File: src/rtl/tacp_pkg.sv
package tacp_pkg;

   // command byte layout
   localparam int CMD_W = 8;
   localparam int START_BIT = 7;
   localparam int CHAN_HI = 6;
   localparam int CHAN_LO = 4;
   localparam int MODE_BIT = 3;
   localparam int SER_BIT = 2;
   localparam int PDH_BIT = 1;
   localparam int PDL_BIT = 0;

   // channel bits as they sit in the partial byte at acquire start
   localparam int ACQ_CHAN_HI = 3;
   localparam int ACQ_CHAN_LO = 1;

   // receive bit counter values
   localparam logic [3:0] RX_IDLE_CNT = 4'h0;
   localparam logic [3:0] RX_FIRST_CNT = 4'h1;
   localparam logic [3:0] RX_LAST_CNT = 4'h7;
   localparam logic [3:0] ACQ_CNT = 4'h5;

   // result bits still to be shifted after the msb
   localparam int RES_W = 12;
   localparam logic [3:0] TX_LEFT12 = 4'hB;
   localparam logic [3:0] TX_LEFT8 = 4'h7;
   localparam logic [3:0] TX_END_CNT = 4'h1;
   localparam logic [3:0] TX_DONE_CNT = 4'h0;

   // channels that drive the touch panel
   localparam logic [2:0] CH_Y = 3'h1;
   localparam logic [2:0] CH_Z1 = 3'h3;
   localparam logic [2:0] CH_Z2 = 3'h4;
   localparam logic [2:0] CH_X = 3'h5;

   // reset values and buffer shape
   localparam logic [1:0] PD_RESET = 2'h0;
   localparam int BUF_DEPTH = 2;
   localparam logic [1:0] BUF_FULL = 2'h2;
   localparam logic [1:0] BUF_EMPTY = 2'h0;

   typedef enum logic [1:0] {OUT_IDLE, OUT_BUSY, OUT_SHIFT} tacp_out_e;

   // true for position and pressure channels
   function automatic logic tacp_touch_ch(input logic [2:0] ch);
      tacp_touch_ch = (ch == CH_X) || (ch == CH_Y) || (ch == CH_Z1) || (ch == CH_Z2);
   endfunction : tacp_touch_ch

endpackage : tacp_pkg

File: src/rtl/tacp_stream_if.sv
`timescale 1ns/1ps
interface tacp_stream_if;
   import tacp_pkg::*;
   logic valid;
   logic ready;
   logic [RES_W-1:0] data;
   modport src (output valid, output data, input ready);
   modport snk (input valid, input data, output ready);
endinterface : tacp_stream_if

File: src/rtl/tacp_buf2.sv
`timescale 1ns/1ps
module tacp_buf2 import tacp_pkg::*; (
   input wire logic clk_sys,
   input wire logic rstn,
   tacp_stream_if.snk in_s,
   tacp_stream_if.src out_s
);
   logic [1:0] cnt_q;
   logic [1:0] cnt_d;
   logic rdy_q;
   logic [RES_W-1:0] mem_q [BUF_DEPTH];
   logic [RES_W-1:0] mem_d [BUF_DEPTH];
   wire push = in_s.valid & rdy_q;
   wire pop = out_s.ready & (cnt_q != BUF_EMPTY);
   wire [1:0] wr_idx = pop ? cnt_q - 2'h1 : cnt_q;

   // handshake and occupancy
   assign in_s.ready = rdy_q;
   assign out_s.valid = (cnt_q != BUF_EMPTY);
   assign out_s.data = mem_q[0];
   assign cnt_d = cnt_q + {1'b0, push} - {1'b0, pop};

   // per entry: write, advance on pop (all but the last entry), or hold
   for (genvar e = 0; e < BUF_DEPTH; e++) begin : g_ent
      localparam logic [1:0] IDX = 2'(e);
      if (e == BUF_DEPTH - 1) begin : g_last
         assign mem_d[e] = (push && wr_idx == IDX) ? in_s.data : mem_q[e];
      end else begin : g_mid
         assign mem_d[e] = (push && wr_idx == IDX) ? in_s.data :
                           pop ? mem_q[e+1] : mem_q[e];
      end
      always_ff @(posedge clk_sys) begin
         mem_q[e] <= mem_d[e];
      end
   end

   // count and registered ready
   always_ff @(posedge clk_sys) begin
      if (!rstn) begin
         cnt_q <= BUF_EMPTY;
         rdy_q <= 1'b1;
      end else begin
         cnt_q <= cnt_d;
         rdy_q <= (cnt_d != BUF_FULL);
      end
   end
endmodule : tacp_buf2

File: src/rtl/tacp_ctl.sv
`timescale 1ns/1ps
module tacp_ctl import tacp_pkg::*; (
   input wire logic clk_sys,
   input wire logic rstn,
   input wire logic serial_clock,
   input wire logic cs_n,
   input wire logic serial_in,
   input wire logic xplus_sense_n,
   input wire logic adc_valid,
   input wire logic [RES_W-1:0] adc_data,
   output logic adc_ready,
   output logic conv_start,
   output logic serial_out,
   output logic serial_out_oe_n,
   output logic busy,
   output logic busy_oe_n,
   output logic pen_touch_alert_n,
   output logic [2:0] channel_select,
   output logic reference_kind_select,
   output logic res8_select,
   output logic ref_power_on,
   output logic adc_power_on,
   output logic sample_on,
   output logic drivers_on,
   output logic ydrv_ground_on,
   output logic pen_pullup_on
);

   // synchronisers for the pins
   logic [3:0] s1_q;
   logic [3:0] s2_q;
   logic sclk_d3_q;

   // command receive state
   logic [3:0] rx_cnt_q;
   logic [CMD_W-1:0] cmd_sr_q;
   logic cmd_pend_q;

   // result and power state
   tacp_out_e out_st_q;
   logic [RES_W-1:0] tx_sr_q;
   logic [3:0] tx_left_q;
   logic [1:0] pd_q;
   logic meas_q;
   logic [2:0] acq_ch_q;

   // output flops
   logic conv_start_q;
   logic serial_out_q;
   logic serial_out_oe_n_q;
   logic busy_q;
   logic busy_oe_n_q;
   logic pen_q;
   logic [2:0] channel_q;
   logic ref_kind_q;
   logic res8_q;
   logic ref_power_q;
   logic adc_power_q;
   logic sample_q;
   logic drivers_q;
   logic ydrv_q;
   logic pullup_q;

   tacp_stream_if in_if ();
   tacp_stream_if out_if ();

   // synchronised levels
   wire sclk_s = s2_q[3];
   wire csn_s = s2_q[2];
   wire din_s = s2_q[1];
   wire touch_s = s2_q[0];

   // serial clock edges, only while selected
   wire rise = sclk_s & ~sclk_d3_q & ~csn_s;
   wire fall = ~sclk_s & sclk_d3_q & ~csn_s;

   // receive decode
   wire rx_idle = (rx_cnt_q == RX_IDLE_CNT);
   wire start_det = rise & rx_idle & din_s;
   wire rx_shift = rise & ~rx_idle;
   wire rx_last = rx_shift & (rx_cnt_q == RX_LAST_CNT);
   wire acq_ev = fall & (rx_cnt_q == ACQ_CNT);

   // command fields of a finished byte, plus the channel of the partial byte at acquire
   wire [2:0] cmd_ch = cmd_sr_q[CHAN_HI:CHAN_LO];
   wire cmd_res8 = cmd_sr_q[MODE_BIT];
   wire cmd_ser = cmd_sr_q[SER_BIT];
   wire [1:0] cmd_pd = cmd_sr_q[PDH_BIT:PDL_BIT];
   wire [2:0] acq_ch = cmd_sr_q[ACQ_CHAN_HI:ACQ_CHAN_LO];

   // output sequence decode
   wire hold_ev = fall & cmd_pend_q;
   wire first_ev = fall & ~cmd_pend_q & (out_st_q == OUT_BUSY);
   wire shift_ev = fall & ~cmd_pend_q & (out_st_q == OUT_SHIFT);
   wire end_ev = shift_ev & (tx_left_q == TX_END_CNT);
   wire touch_meas = tacp_touch_ch(acq_ch_q);
   wire [RES_W-1:0] first_word = out_if.valid ? out_if.data : '0;
   wire active = meas_q | cmd_pend_q | (out_st_q != OUT_IDLE);

   // result stream from the converter core
   assign in_if.valid = adc_valid;
   assign in_if.data = adc_data;
   assign out_if.ready = first_ev;

   tacp_buf2 u_buf (
      .clk_sys(clk_sys),
      .rstn(rstn),
      .in_s(in_if.snk),
      .out_s(out_if.src)
   );

   // output ports
   assign adc_ready = in_if.ready;
   assign conv_start = conv_start_q;
   assign serial_out = serial_out_q;
   assign serial_out_oe_n = serial_out_oe_n_q;
   assign busy = busy_q;
   assign busy_oe_n = busy_oe_n_q;
   assign pen_touch_alert_n = pen_q;
   assign channel_select = channel_q;
   assign reference_kind_select = ref_kind_q;
   assign res8_select = res8_q;
   assign ref_power_on = ref_power_q;
   assign adc_power_on = adc_power_q;
   assign sample_on = sample_q;
   assign drivers_on = drivers_q;
   assign ydrv_ground_on = ydrv_q;
   assign pen_pullup_on = pullup_q;

   // two-flop synchronisers plus edge history
   always_ff @(posedge clk_sys) begin
      if (!rstn) begin
         s1_q <= 4'hF;
         s2_q <= 4'hF;
         sclk_d3_q <= 1'b1;
      end else begin
         s1_q <= {serial_clock, cs_n, serial_in, xplus_sense_n};
         s2_q <= s1_q;
         sclk_d3_q <= sclk_s;
      end
   end

   // command shift register and bit count
   always_ff @(posedge clk_sys) begin
      if (!rstn || csn_s) begin
         rx_cnt_q <= RX_IDLE_CNT;
         cmd_sr_q <= '0;
      end else if (start_det) begin
         rx_cnt_q <= RX_FIRST_CNT;
         cmd_sr_q <= {cmd_sr_q[CMD_W-2:0], 1'b1};
      end else if (rx_shift) begin
         rx_cnt_q <= rx_last ? RX_IDLE_CNT : rx_cnt_q + 4'h1;
         cmd_sr_q <= {cmd_sr_q[CMD_W-2:0], din_s};
      end
   end

   // finished byte waits for the next falling edge
   always_ff @(posedge clk_sys) begin
      if (!rstn || csn_s) begin
         cmd_pend_q <= 1'b0;
      end else begin
         cmd_pend_q <= rx_last | (cmd_pend_q & ~fall);
      end
   end

   // acquire window: three clocks before hold
   always_ff @(posedge clk_sys) begin
      if (!rstn || csn_s) begin
         sample_q <= 1'b0;
         acq_ch_q <= '0;
      end else if (acq_ev) begin
         sample_q <= 1'b1;
         acq_ch_q <= acq_ch;
      end else if (hold_ev) begin
         sample_q <= 1'b0;
      end
   end

   // measurement in progress, ends after result bit 1
   always_ff @(posedge clk_sys) begin
      if (!rstn || csn_s) begin
         meas_q <= 1'b0;
      end else if (acq_ev) begin
         meas_q <= 1'b1;
      end else if (end_ev) begin
         meas_q <= 1'b0;
      end
   end

   // command fields taken at hold
   always_ff @(posedge clk_sys) begin
      if (!rstn) begin
         channel_q <= '0;
         ref_kind_q <= 1'b0;
         res8_q <= 1'b0;
         pd_q <= PD_RESET;
         ref_power_q <= 1'b0;
      end else if (hold_ev) begin
         channel_q <= cmd_ch;
         res8_q <= cmd_res8;
         ref_kind_q <= cmd_ser;
         pd_q <= cmd_pd;
         ref_power_q <= cmd_pd[PDH_BIT];
      end
   end

   // result sequence: busy, msb, remaining bits, then low
   always_ff @(posedge clk_sys) begin
      if (!rstn || csn_s) begin
         out_st_q <= OUT_IDLE;
         busy_q <= 1'b0;
         serial_out_q <= 1'b0;
         tx_sr_q <= '0;
         tx_left_q <= TX_DONE_CNT;
      end else if (hold_ev) begin
         out_st_q <= OUT_BUSY;
         busy_q <= 1'b1;
         serial_out_q <= 1'b0;
      end else if (first_ev) begin
         out_st_q <= OUT_SHIFT;
         busy_q <= 1'b0;
         serial_out_q <= first_word[RES_W-1];
         tx_sr_q <= {first_word[RES_W-2:0], 1'b0};
         tx_left_q <= res8_q ? TX_LEFT8 : TX_LEFT12;
      end else if (shift_ev && tx_left_q == TX_DONE_CNT) begin
         out_st_q <= OUT_IDLE;
         serial_out_q <= 1'b0;
      end else if (shift_ev) begin
         serial_out_q <= tx_sr_q[RES_W-1];
         tx_sr_q <= {tx_sr_q[RES_W-2:0], 1'b0};
         tx_left_q <= tx_left_q - 4'h1;
      end
   end

   // conversion start pulse to the core
   always_ff @(posedge clk_sys) begin
      if (!rstn) begin
         conv_start_q <= 1'b0;
      end else begin
         conv_start_q <= hold_ev;
      end
   end

   // pin enables follow chip select
   always_ff @(posedge clk_sys) begin
      if (!rstn) begin
         serial_out_oe_n_q <= 1'b1;
         busy_oe_n_q <= 1'b1;
      end else begin
         serial_out_oe_n_q <= csn_s;
         busy_oe_n_q <= csn_s;
      end
   end

   // converter power: on while selected with low select 1 or while working
   always_ff @(posedge clk_sys) begin
      if (!rstn) begin
         adc_power_q <= 1'b0;
      end else begin
         adc_power_q <= ~csn_s & (pd_q[PDL_BIT] | active);
      end
   end

   // touch drivers, Y ground and pull-up
   always_ff @(posedge clk_sys) begin
      if (!rstn) begin
         drivers_q <= 1'b0;
         ydrv_q <= 1'b0;
         pullup_q <= 1'b1;
      end else begin
         drivers_q <= touch_meas & (sample_q | (meas_q & ~ref_kind_q));
         ydrv_q <= ~pd_q[PDL_BIT] & ~meas_q;
         pullup_q <= ~(meas_q & touch_meas);
      end
   end

   // pen output: forced during measurement, else sense or off
   always_ff @(posedge clk_sys) begin
      if (!rstn) begin
         pen_q <= 1'b1;
      end else if (meas_q) begin
         pen_q <= ~touch_meas;
      end else if (pd_q[PDL_BIT]) begin
         pen_q <= 1'b1;
      end else begin
         pen_q <= touch_s;
      end
   end
endmodule : tacp_ctl

File: config.mk
export PLATFORM = sky130hd
export DESIGN_NAME = tacp_ctl
export DESIGN_NICKNAME = d
export VERILOG_FILES = /design/src/rtl/tacp_pkg.sv /design/src/rtl/tacp_stream_if.sv /design/src/rtl/tacp_buf2.sv /design/src/rtl/tacp_ctl.sv
export SDC_FILE = /design/constraint.sdc
export NUM_CORES = 1
export LEC_CHECK = 0
export BUFFER_PORTS_ARGS = -buffer_cell sky130_fd_sc_hd__buf_2
export CORE_UTILIZATION = 45
export CTS_BUF_LIST = sky130_fd_sc_hd__clkbuf_8
export DETAILED_ROUTE_END_ITERATION = 12
export PLACE_DENSITY = 0.64
export SYNTH_ARGS = -nofsm -noshare
export SYNTH_HDL_FRONTEND = slang
export SYNTH_SLANG_ARGS = --single-unit
export TNS_END_PERCENT = 30
File: constraint.sdc
create_clock -name clk_sys -period 5.11 [get_ports clk_sys]
set_clock_uncertainty 0.15 [all_clocks]
set_input_delay 0 -clock clk_sys [delete_from_list [all_inputs] [get_ports clk_sys]]
set_output_delay 0 -clock clk_sys [all_outputs]
set_load 0.05 [all_outputs]
# Yosys cells after proc, flatten, opt, wreduce, memory -nomap -nowiden
# Memory sizes are Yosys's and may differ from the RTL's.
# Cells that the tools add are included.
# classes
n_addsub	5
mul	0
n_div	0
order_cmp	0
n_eq_ne	12
shifts	0
n_mux	31
bitwise_logic	39
reduce_logical	24
# ops
operator	count
two-way mux 12 bit	7
AND 1 bit	22
two-way mux 4 bit	5
nonzero test 2 bit	8
two-way mux 1 bit	14
two-way mux 7 bit	2
inverter 1 bit	12
== test 4 x 3 -> 1 bit (second input constant)	2
zero test 4 bit	2
== test 3 bit (second input constant)	2
two-way mux 2 bit	3
nonzero test 3 bit	2
bitwise OR 1 bit	5
adder 4 x 1 -> 4 bit (second input constant)	1
== test 2 x 1 -> 1 bit (second input constant)	2
== test 4 x 1 -> 1 bit (second input constant)	1
logical OR 1 bit	4
OR reduction 2 bit	2
subtractor 4 x 1 -> 4 bit (second input constant)	1
== test 3 x 1 -> 1 bit (second input constant)	1
== test 3 x 2 -> 1 bit (second input constant)	1
logical AND 1 bit	3
AND reduction 3 bit	1
adder 2 x 1 -> 2 bit	1
7 further kinds	7
# word_totals
ff_bits	63
latchBits	0
ram_bits	24
romBits	0
input_bits	19
output_inout_bits	18
word_cells	142
memories	1
# memory_table
memory	words	word_bits	read_ports	rd_clocked_by_memory_dff	write_ports	line	rtl
u_buf.mem_q	2	12	2	0	2	tacp_buf2.sv:11	logic [RES_W-1:0] mem_q [BUF_DEPTH];

# Depth between registers and ports, before layout
# Gate-level depths: netlist of run 1.
# logic_depth
depth_word	10
ltp_mapped	12
depth_no_buf	11

# Modules after synthesis
# From an unflattened synthesis of run 1, not the netlist that was laid out.
# unflattened
hier_cells	341
area_unflattened_um2	3649.8
# by_module_without_submodules
mod	instances	cells_each	area_per_inst_um2	seq_area_each_um2
tacp_ctl	1	268	2433.6	1181.1
tacp_buf2	1	73	1216.2	780.7

# Least setup slack after synthesis of run 1
# Ideal clock, no wire load.
# synth_path
path_kind	flip-flop to flip-flop
start	reg, netlist name u_buf.cnt_q[1]
end	mem u_buf.mem_q[1][0], in the netlist u_buf.mem_q[0][12], enable pin
setup_ps	413
t_arrival_ps	3084
required_ps	4547
setup_slack_ps	1464
stages_incl_launch_ff	8
path_buffers	1
period_less_slack_ps	3646
path_cell_list	dfxtp_1 -> inv_1 -> ha_1 -> or3b_2 -> nor2_1 -> buf_2 -> ha_1 -> nor4bb_1
# synth_lines
element	line
end: declaration	tacp_buf2.sv:11

==> results of run 1 <==
layout make-up:
class                      count  share of cell area
sequential                    86               0.467
multi-input combinational    206               0.347
timing repair buffer          59              0.0965
tap                          102              0.0304
clock buffer                   9              0.0295
clock inverter                 7              0.0194
inverter                      11             0.00983
report_power, final:
group | switching (mW) | total (mW) | leakage, nW | internal, mW
Sequential | 0.00885 | 0.738 | 0.726 | 0.729
Clock | 0.253 | 0.484 | 0.0940 | 0.231
Combinational | 0.0446 | 0.0963 | 0.723 | 0.0517
per-layer routing:
| metal | part of all wire | up-vias | GRT usage |
|---|---|---|---|
| met5 | 0 | - | 0 |
| met4 | 0.015 | 0 | 0.0714 |
| met3 | 0.044 | 10 | 0.0505 |
| met2 | 0.46 | 51 | 0.278 |
| met1 | 0.48 | 1151 | 0.204 |
| li1 | - | 1240 | - |
cell usage in the layout, fill, tap and decap left out, types with 3 or more instances in the layout:
cell type       n
and2_1          6
nand2b_1       12
o21ai_0        17
a21boi_0        8
nor2_1         32
o21a_1          3
mux2_2          3
dlygate4sd3_1  21
nor3_1          4
and3_1          3
a221oi_1        8
ha_1            9
clkinvlp_4      3
nor3b_1         5
a22oi_1         3
mux2_4          9
dfxtp_1        62
nor2b_1         5
nand2_1        26
a21oi_1         9
inv_1          11
mux2i_1        11
clkbuf_8        9
buf_2          36
xnor2_1         3
edfxtp_1       24
worst min-delay path, stage by stage:
cell and delay [ns]:
buf_2 0.07, and2_1 0.20, ha_1 0.17, nand2b_1 0.10
kinds of logic after synthesis:
| group | Yosys count | synth area share |
|---|---|---|
| adders and majority gates | 9 | 0.0317 |
| buffers and inverters | 27 | 0.0374 |
| DFF | 86 | 0.553 |
| xor gates and xnor gates | 4 | 0.00988 |
| AOI/OAI and AO/OA | 62 | 0.127 |
| and+or+nand+nor | 108 | 0.163 |
| muxes | 23 | 0.0787 |
worst max-delay path by stage:
stage / from / endpoint / slack [ns] / cells past startpoint
after floorplan: u_buf.cnt_q[1] / u_buf.mem_q[0][12] / 1.46 / 7
after global placement: u_buf.cnt_q[1] / u_buf.mem_q[0][6] / 1.91 / 8
after detailed placement: u_buf.cnt_q[1] / u_buf.mem_q[0][5] / 1.82 / 8
after CTS: u_buf.cnt_q[1] / u_buf.mem_q[0][4] / 1.79 / 8
after global routing: u_buf.cnt_q[1] / u_buf.mem_q[0][4] / 1.55 / 8
final: u_buf.cnt_q[1] / u_buf.mem_q[0][4] / 1.81 / 8
sequential cells by signal, indices dropped and copies added, names as in the netlist, 3 cells and up:
signal          cells
s1_q                4
s2_q                4
cmd_sr_q            7
tx_sr_q            11
acq_ch_q            3
tx_left_q           4
u_buf.mem_q        24
rx_cnt_q            4
channel_select      3
repair_timing:
| item | 4_1_cts | 5_1_grt |
|---|---|---|
| endpoints found under the setup margin | 0 | 0 |
| hold endpoints to repair | 45 | 0 |
| hold buffers | 21 | 0 |
==> flow_metrics.env, run 1 <==
export IMPL_status="completed"
export IMPL_grt_max_degree=25
export IMPL_antenna_found_initial=0
export IMPL_ys_top_cells_by_area="dfxtp_1, edfxtp_1, mux2_4"
export IMPL_rrSetupSlack_ns=1.81
export IMPL_yosysMostFrequentCell="dfxtp_1"
export IMPL_synth_ff_type="dfxtp_1"
export IMPL_synth_enable_flop_cells=24
export IMPL_tritoncts="yes"
export IMPL_path_cells="inv_1 > ha_1 > or3b_2 > nor2_1 > ha_1 > nand4b_4 > o21ai_0 > buf_4"
export IMPL_max_cap_violations=0
export IMPL_htreeDepth=3
export IMPL_synth_area_um2=3550
export IMPL_syn_area_per_cell_um2=11.1
export IMPL_first_iter_violations=96
export IMPL_antenna_cells=0
export IMPL_hold_class="input pin to register"
export IMPL_ys_types=52
export IMPL_rsz0062_at_grt="no"
export IMPL_pre_cts_ws_ns=1.82
export IMPL_post_route_period_util=0.645
export IMPL_cts_num_sinks=86
export IMPL_clk_latency_ns=0.36
export IMPL_synth_top_area_cell="dfxtp_1"
export IMPL_start_util=0.461
export IMPL_routed_via_density=5.11
export IMPL_die_x_um=90.8
export IMPL_clockRootBuffer="clkbuf_8"
export IMPL_timing_slew_headroom=0.341
export IMPL_fp_dieH_um=90.8
export IMPL_worstHoldEndpoint="u_buf.in_s.ready"
export IMPL_ant_nets=0
export IMPL_setup_tns_ns=0
export IMPL_coreArea_um2=7690
export IMPL_wirelength_um=6320
export IMPL_gp_congestion=0.751
export IMPL_ir_drop_mv=0.180
export IMPL_nNetsFinal=401
export IMPL_cts_setup_buffers=0
export IMPL_seq_area_frac_synth=0.553
export IMPL_cts_buffers=9
export IMPL_clock_fmax_mhz=303
export IMPL_grt_pass1_wl_um=11000
export IMPL_final_core_util=0.546
export IMPL_drc=0
export IMPL_crit_path_frequent_cell="ha_1"
export IMPL_r2r_cells=8
export IMPL_ys_warn_count=0
export IMPL_worstPathRequired_ns=5.02
export IMPL_placed_cells=443
export IMPL_synthCells=319
export IMPL_dp_hpwl_um=4260
export IMPL_r2r_end="u_buf.mem_q[0][4]"
export IMPL_dieArea_um2=8240
export IMPL_critPathMaxFanout=13
export IMPL_layout_min_cycle_time_ns=3.30
export IMPL_arrival_ns=3.21
export IMPL_slowest_stage="nor2_1"
export IMPL_critPathTopFamily="simple AND/OR/NAND/NOR gates"
export IMPL_grt_overflow=0
export IMPL_place_area_um2=3780
export IMPL_tightest_slew_ns=0.987
export IMPL_path_clk_slew_ns=0.08
export IMPL_grt_pass1_vias=2400
export IMPL_syn_num_nets=347
export IMPL_crit_type="register to register"
export IMPL_total_power_mw=1.32
export IMPL_track_usage=0.169
export IMPL_multi_input_area_um2=1460
export IMPL_hold_ws_ns=0.0731
export IMPL_ctsResizeCount=0
export IMPL_regArea_um2=1960
export IMPL_ys_ff_latch=86
export IMPL_ioPinCount=37
export IMPL_ys_top_cells_by_count="dfxtp_1, nor2_1, nand2_1, edfxtp_1, o21ai_0"
export IMPL_hold_viol=0
export IMPL_r2r_start="u_buf.cnt_q[1]"
export IMPL_area_growth_pct=18.4
export IMPL_fin_area_um2=4200
export IMPL_worst_slack_ns=1.81
export IMPL_drtPass1Iterations=4
export IMPL_holdPathStages=4
export IMPL_hold_path_startpoint="adc_valid"
export IMPL_crit_buf_inv=2
export IMPL_n_fill_cell=720
export IMPL_layout_drive_gt1_share=0.206
export IMPL_async_flop_share=0
export IMPL_routedWlPerCell_um=13.2
export IMPL_crit_path_start_kind="register"
export IMPL_port_buffers=36
export IMPL_yosysTopAreaCellShare=0.350
export IMPL_dr_total_vias=2452
export IMPL_num_rows=32
export IMPL_setup_violations_final=0
export IMPL_power_leakage_nw=1.54
export IMPL_maxSlewViolCount=0
export IMPL_cp_end_kind="register"
export IMPL_powerDensity_nw_per_um2=314
export IMPL_clockBufferDepth=2
export IMPL_slowest_delay_ns=0.62
export IMPL_fin_cells=480
No activity file was read; power rests on OpenSTA's default activity.
==> inputs of run 2 (changes only) <==
--- a/config.mk
+++ b/config.mk
@@ -9,7 +9,7 @@
 export CORE_UTILIZATION = 45
 export CTS_BUF_LIST = sky130_fd_sc_hd__clkbuf_8
 export DETAILED_ROUTE_END_ITERATION = 12
-export PLACE_DENSITY = 0.64
+export PLACE_DENSITY = 0.66
 export SYNTH_ARGS = -nofsm -noshare
 export SYNTH_HDL_FRONTEND = slang
 export SYNTH_SLANG_ARGS = --single-unit
==> constraint.sdc (replaced) <==
create_clock -name clk_sys -period 2.85 [get_ports clk_sys]
set_clock_uncertainty 0.15 [all_clocks]
set_input_delay 0 -clock clk_sys [delete_from_list [all_inputs] [get_ports clk_sys]]
set_output_delay 0 -clock clk_sys [all_outputs]
set_load 0.05 [all_outputs]
==> flow_metrics.env, run 2 (synthesis results as in run 1) <==
export IMPL_setup_violations_final=0
export IMPL_path_cells="inv_1 > ha_1 > or3b_4 > nor2_2 > ha_1 > nand4b_4 > o21ai_2"
export IMPL_nNetsFinal=407
export IMPL_timing_slew_headroom=0.633
export IMPL_track_usage=0.168
export IMPL_antenna_cells=0
export IMPL_post_route_period_util=0.932
export IMPL_critPathTopFamily="simple AND/OR/NAND/NOR gates"
export IMPL_holdPathStages=4
export IMPL_clk_latency_ns=0.36
export IMPL_power_leakage_nw=1.60
export IMPL_regArea_um2=1960
export IMPL_fp_dieH_um=90.8
export IMPL_crit_path_start_kind="register"
export IMPL_layout_drive_gt1_share=0.224
export IMPL_r2r_cells=7
export IMPL_cts_buffers=9
export IMPL_clockRootBuffer="clkbuf_8"
export IMPL_grt_overflow=0
export IMPL_crit_buf_inv=1
export IMPL_slowest_delay_ns=0.42
export IMPL_fin_area_um2=4290
export IMPL_ioPinCount=37
export IMPL_dr_total_vias=2459
export IMPL_clockBufferDepth=2
export IMPL_dieArea_um2=8240
export IMPL_grt_pass1_wl_um=10800
export IMPL_worstPathRequired_ns=2.70
export IMPL_slowest_stage="dfxtp_1"
export IMPL_tritoncts="yes"
export IMPL_cts_num_sinks=86
export IMPL_n_fill_cell=671
export IMPL_num_rows=32
export IMPL_drc=0
export IMPL_drtPass1Iterations=6
export IMPL_ir_drop_mv=0.400
export IMPL_area_growth_pct=20.8
export IMPL_setup_tns_ns=0
export IMPL_routedWlPerCell_um=13.2
export IMPL_crit_type="register to register"
export IMPL_grt_pass1_vias=2374
export IMPL_ant_nets=0
export IMPL_multi_input_area_um2=1480
export IMPL_crit_path_frequent_cell="ha_1"
export IMPL_gp_congestion=0.783
export IMPL_arrival_ns=2.50
export IMPL_clock_fmax_mhz=376
export IMPL_hold_ws_ns=0.0704
export IMPL_routed_via_density=5.06
export IMPL_layout_min_cycle_time_ns=2.66
export IMPL_start_util=0.461
export IMPL_maxSlewViolCount=0
export IMPL_place_area_um2=3850
export IMPL_regMostFlops="u_buf.mem_q"
export IMPL_tightest_slew_ns=0.550
export IMPL_rsz0062_at_grt="no"
export IMPL_grt_max_degree=24
export IMPL_wirelength_um=6420
export IMPL_final_common_cell="dfxtp_1"
export IMPL_hold_viol=0
export IMPL_first_iter_violations=163
export IMPL_final_cell_mix="dfxtp_1, buf_2, nor2_1"
export IMPL_status="completed"
export IMPL_path_depth=7
export IMPL_die_x_um=90.8
export IMPL_critPathMaxFanout=13
export IMPL_max_cap_violations=0
export IMPL_powerDensity_nw_per_um2=574
export IMPL_largest_register_ffs=24
export IMPL_port_buffers=36
export IMPL_htreeDepth=3
export IMPL_biggestRegsByFlops="u_buf.mem_q (24), tx_sr_q (11), cmd_sr_q (7)"
export IMPL_cp_end_kind="register"
export IMPL_antenna_found_initial=0
export IMPL_path_clk_slew_ns=0.08
export IMPL_dp_hpwl_um=4390
export IMPL_hold_class="input pin to register"
export IMPL_coreArea_um2=7690
[run 2: changes by cell type in the layout (fill, tap and decap cells not counted), sizes merged]
cell      before  now
buf           38   44
bufinv         1    2
clkinv         1    2
clkinvlp       3    0
inv           13   14
[run 2: repair_timing]
item	in CTS	in global routing
setup endpoints to repair	0	0
gates resized for setup	0	0
setup buffers	0	0
hold buffers	21	0
endpoints found under the hold margin	43	0
[run 2: routing by layer]
layer  wire length, µm  global-route usage  up-vias
li1                  -                   -     1252
met2              3010               0.270       56
met1              3060               0.210     1140
met3               231              0.0412       11
met4               122              0.0847        0
met5                 0                   0        -
[run 2: final timing paths]
path | start | endpoint | slack, ns
max | u_buf.cnt_q[1] | u_buf.mem_q[0][7] | 0.19
min | adc_valid | u_buf.in_s.ready | 0.07
max reg2reg | u_buf.cnt_q[1] | u_buf.mem_q[0][7] | 0.19
min reg2reg | s1_q[3] | s2_q[3] | 0.26
[run 2: through the flow]
| stage | instances | worst slack (ns) | utilization | power [mW] |
|---|---|---|---|---|
| 3_3_place_gp | 449 | 0.241 | 0.500 | 1.50 |
| 3_5_place_dp | 449 | 0.172 | 0.500 | 1.51 |
| 6_report | 486 | 0.193 | 0.557 | 2.46 |
| 5_1_grt | 486 | 0.00731 | 0.557 | 2.56 |
| 2_1_floorplan | 319 | 0.0487 | - | 1.47 |
| 4_1_cts | 486 | 0.148 | 0.557 | 2.48 |
[run 2: worst min-delay path, delay by kind of cell]
kind,cells,cell delay [ns]
adder cells (fa/ha/maj),1,0.16
buffers and inverters,1,0.07
AND/OR/NAND/NOR,2,0.31
[run 2: area by class of cell]
cell class,instances,area share
timing repair buffer,65,0.105
tap,102,0.0298
clock buffer,9,0.0289
multi-input combinational,206,0.345
inverter,11,0.00964
clock inverter,7,0.0242
sequential,86,0.458
[run 2: report_power, final]
group,internal (mW),total (mW),switching [mW]
sequential,1.31,1.33,0.0169
combinational,0.0946,0.176,0.0817
clock,0.506,0.958,0.452
==> inputs of run 3 (changes only) <==
--- a/config.mk
+++ b/config.mk
@@ -9,6 +9,7 @@
 export CORE_UTILIZATION = 45
 export CTS_BUF_LIST = sky130_fd_sc_hd__clkbuf_8
 export DETAILED_ROUTE_END_ITERATION = 12
+export MAX_ROUTING_LAYER = met4
 export PLACE_DENSITY = 0.66
 export SYNTH_ARGS = -nofsm -noshare
 export SYNTH_HDL_FRONTEND = slang
==> flow_metrics.env, run 3 (synthesis results as in run 1) <==
export IMPL_status="completed"
export IMPL_grt_overflow=0
export IMPL_setup_tns_ns=0
export IMPL_fin_area_um2=4290
export IMPL_dr_total_vias=2466
export IMPL_drtPass1Iterations=6
export IMPL_dp_hpwl_um=4390
export IMPL_maxSlewViolCount=0
export IMPL_gp_congestion=0.794
export IMPL_crit_type="register to register"
export IMPL_clockBufferDepth=2
export IMPL_total_power_mw=2.46
export IMPL_routed_via_density=5.07
export IMPL_track_usage=0.173
export IMPL_ant_nets=0
export IMPL_nNetsFinal=407
export IMPL_cts_setup_buffers=0
export IMPL_path_clk_slew_ns=0.08
export IMPL_final_common_cell="dfxtp_1"
export IMPL_tritoncts="yes"
export IMPL_die_x_um=90.8
export IMPL_final_cell_mix="dfxtp_1, buf_2, nor2_1"
export IMPL_tightest_slew_ns=0.549
export IMPL_layout_drive_gt1_share=0.224
export IMPL_worstPathRequired_ns=2.70
export IMPL_setup_violations_final=0
export IMPL_grtUsageMet1=0.211
export IMPL_ctsHoldBuffers=21
export IMPL_hold_ws_ns=0.0697
export IMPL_antenna_found_initial=0
export IMPL_timing_slew_headroom=0.634
export IMPL_busiest_layer="met2"
export IMPL_ir_drop_mv=0.397
export IMPL_ioPinCount=37
export IMPL_holdPathStages=4
export IMPL_grt_pass1_wl_um=10800
export IMPL_r2r_start="u_buf.cnt_q[1]"
export IMPL_slowest_delay_ns=0.42
export IMPL_htreeDepth=3
export IMPL_max_cap_violations=0
export IMPL_clock_fmax_mhz=376
export IMPL_largest_register_ffs=24
export IMPL_path_cells="inv_1 > ha_1 > or3b_4 > nor2_2 > ha_1 > nand4b_4 > o21ai_2"
export IMPL_port_buffers=36
export IMPL_slowest_stage="dfxtp_1"
export IMPL_pre_cts_ws_ns=0.172
export IMPL_antenna_cells=0
export IMPL_post_route_period_util=0.933
export IMPL_cts_buffers=9
export IMPL_hold_path_startpoint="adc_valid"
export IMPL_biggestRegsByFlops="u_buf.mem_q (24), tx_sr_q (11), cmd_sr_q (7)"
export IMPL_r2r_cells=7
export IMPL_worstHoldEndpoint="u_buf.in_s.ready"
export IMPL_cp_end_kind="register"
export IMPL_arrival_ns=2.51
export IMPL_hold_class="input pin to register"
export IMPL_dieArea_um2=8240
export IMPL_regMostFlops="u_buf.mem_q"
export IMPL_rrSetupSlack_ns=0.19
export IMPL_start_util=0.461
export IMPL_r2r_end="u_buf.mem_q[0][7]"
export IMPL_grt_max_degree=24
export IMPL_coreArea_um2=7690
export IMPL_crit_path_start_kind="register"
export IMPL_cts_num_sinks=86
export IMPL_area_growth_pct=20.8
export IMPL_powerDensity_nw_per_um2=573
export IMPL_power_leakage_nw=1.60
export IMPL_clockRootBuffer="clkbuf_8"
export IMPL_first_iter_violations=158
export IMPL_fp_dieH_um=90.8
export IMPL_ctsResizeCount=0
export IMPL_num_rows=32
export IMPL_use_met3=0.0438
export IMPL_wirelength_um=6390
export IMPL_rsz0062_at_grt="no"
export IMPL_crit_path_frequent_cell="ha_1"
export IMPL_critPathMaxFanout=13
export IMPL_clk_latency_ns=0.36
export IMPL_grt_pass1_vias=2374
export IMPL_hold_viol=0
export IMPL_layout_min_cycle_time_ns=2.66
export IMPL_routedWlPerCell_um=13.2
export IMPL_place_area_um2=3850
export IMPL_drc=0
export IMPL_grt_use_met2=0.270
export IMPL_worst_slack_ns=0.192
## run 3: worst max-delay path by stage
stage	start	endpoint	slack, ns	cells past startpoint
after global routing	u_buf.cnt_q[1]	u_buf.mem_q[0][1]	0.007	7
after CTS	u_buf.cnt_q[1]	u_buf.mem_q[0][7]	0.15	7
final	u_buf.cnt_q[1]	u_buf.mem_q[0][7]	0.19	7
after floorplan	s2_q[2]	u_buf.mem_q[0][12]	0.05	7
after detailed placement	u_buf.cnt_q[1]	u_buf.mem_q[0][4]	0.17	7
after global placement	u_buf.cnt_q[1]	u_buf.mem_q[0][6]	0.24	7
## run 3: area by class of cell
type | count | area (µm²)
Timing Repair Buffer | 65 | 450
Multi-Input combinational cell | 206 | 1480
Fill cell | 671 | 3400
Tap cell | 102 | 128
Clock buffer | 9 | 124
Inverter | 11 | 41.3
Sequential cell | 86 | 1960
Clock inverter | 7 | 104
## run 3: per-stage QoR
stage | std cells | util
2_1_floorplan | 319 | -
3_3_place_gp | 449 | 0.500
3_5_place_dp | 449 | 0.500
4_1_cts | 486 | 0.557
5_1_grt | 486 | 0.557
6_report | 486 | 0.557
## run 3: worst max-delay path, delay by kind of cell, from the launching register on
family                     cells  cell delay (ns)
AOI/OAI and AO/OA              1             0.34
adders and majority gates      2             0.47
buffers and inverters          1             0.07
DFF                            1             0.42
and+or+nand+nor                3             0.85
## run 3: power breakdown
group	leakage (nW)	internal (mW)	switching [mW]
clock network	0.115	0.506	0.450
logic	0.759	0.0946	0.0818
registers	0.726	1.31	0.0169
total	1.60	1.91	0.549
## run 3: routing by layer
metal  share of wire  vias to the layer above  wire length (µm)
met5               0                        -                 0
met4           0.023                        0               150
met3           0.036                       14               229
met2            0.47                       50              2980
met1            0.47                     1149              3030
li1                -                     1253                 -
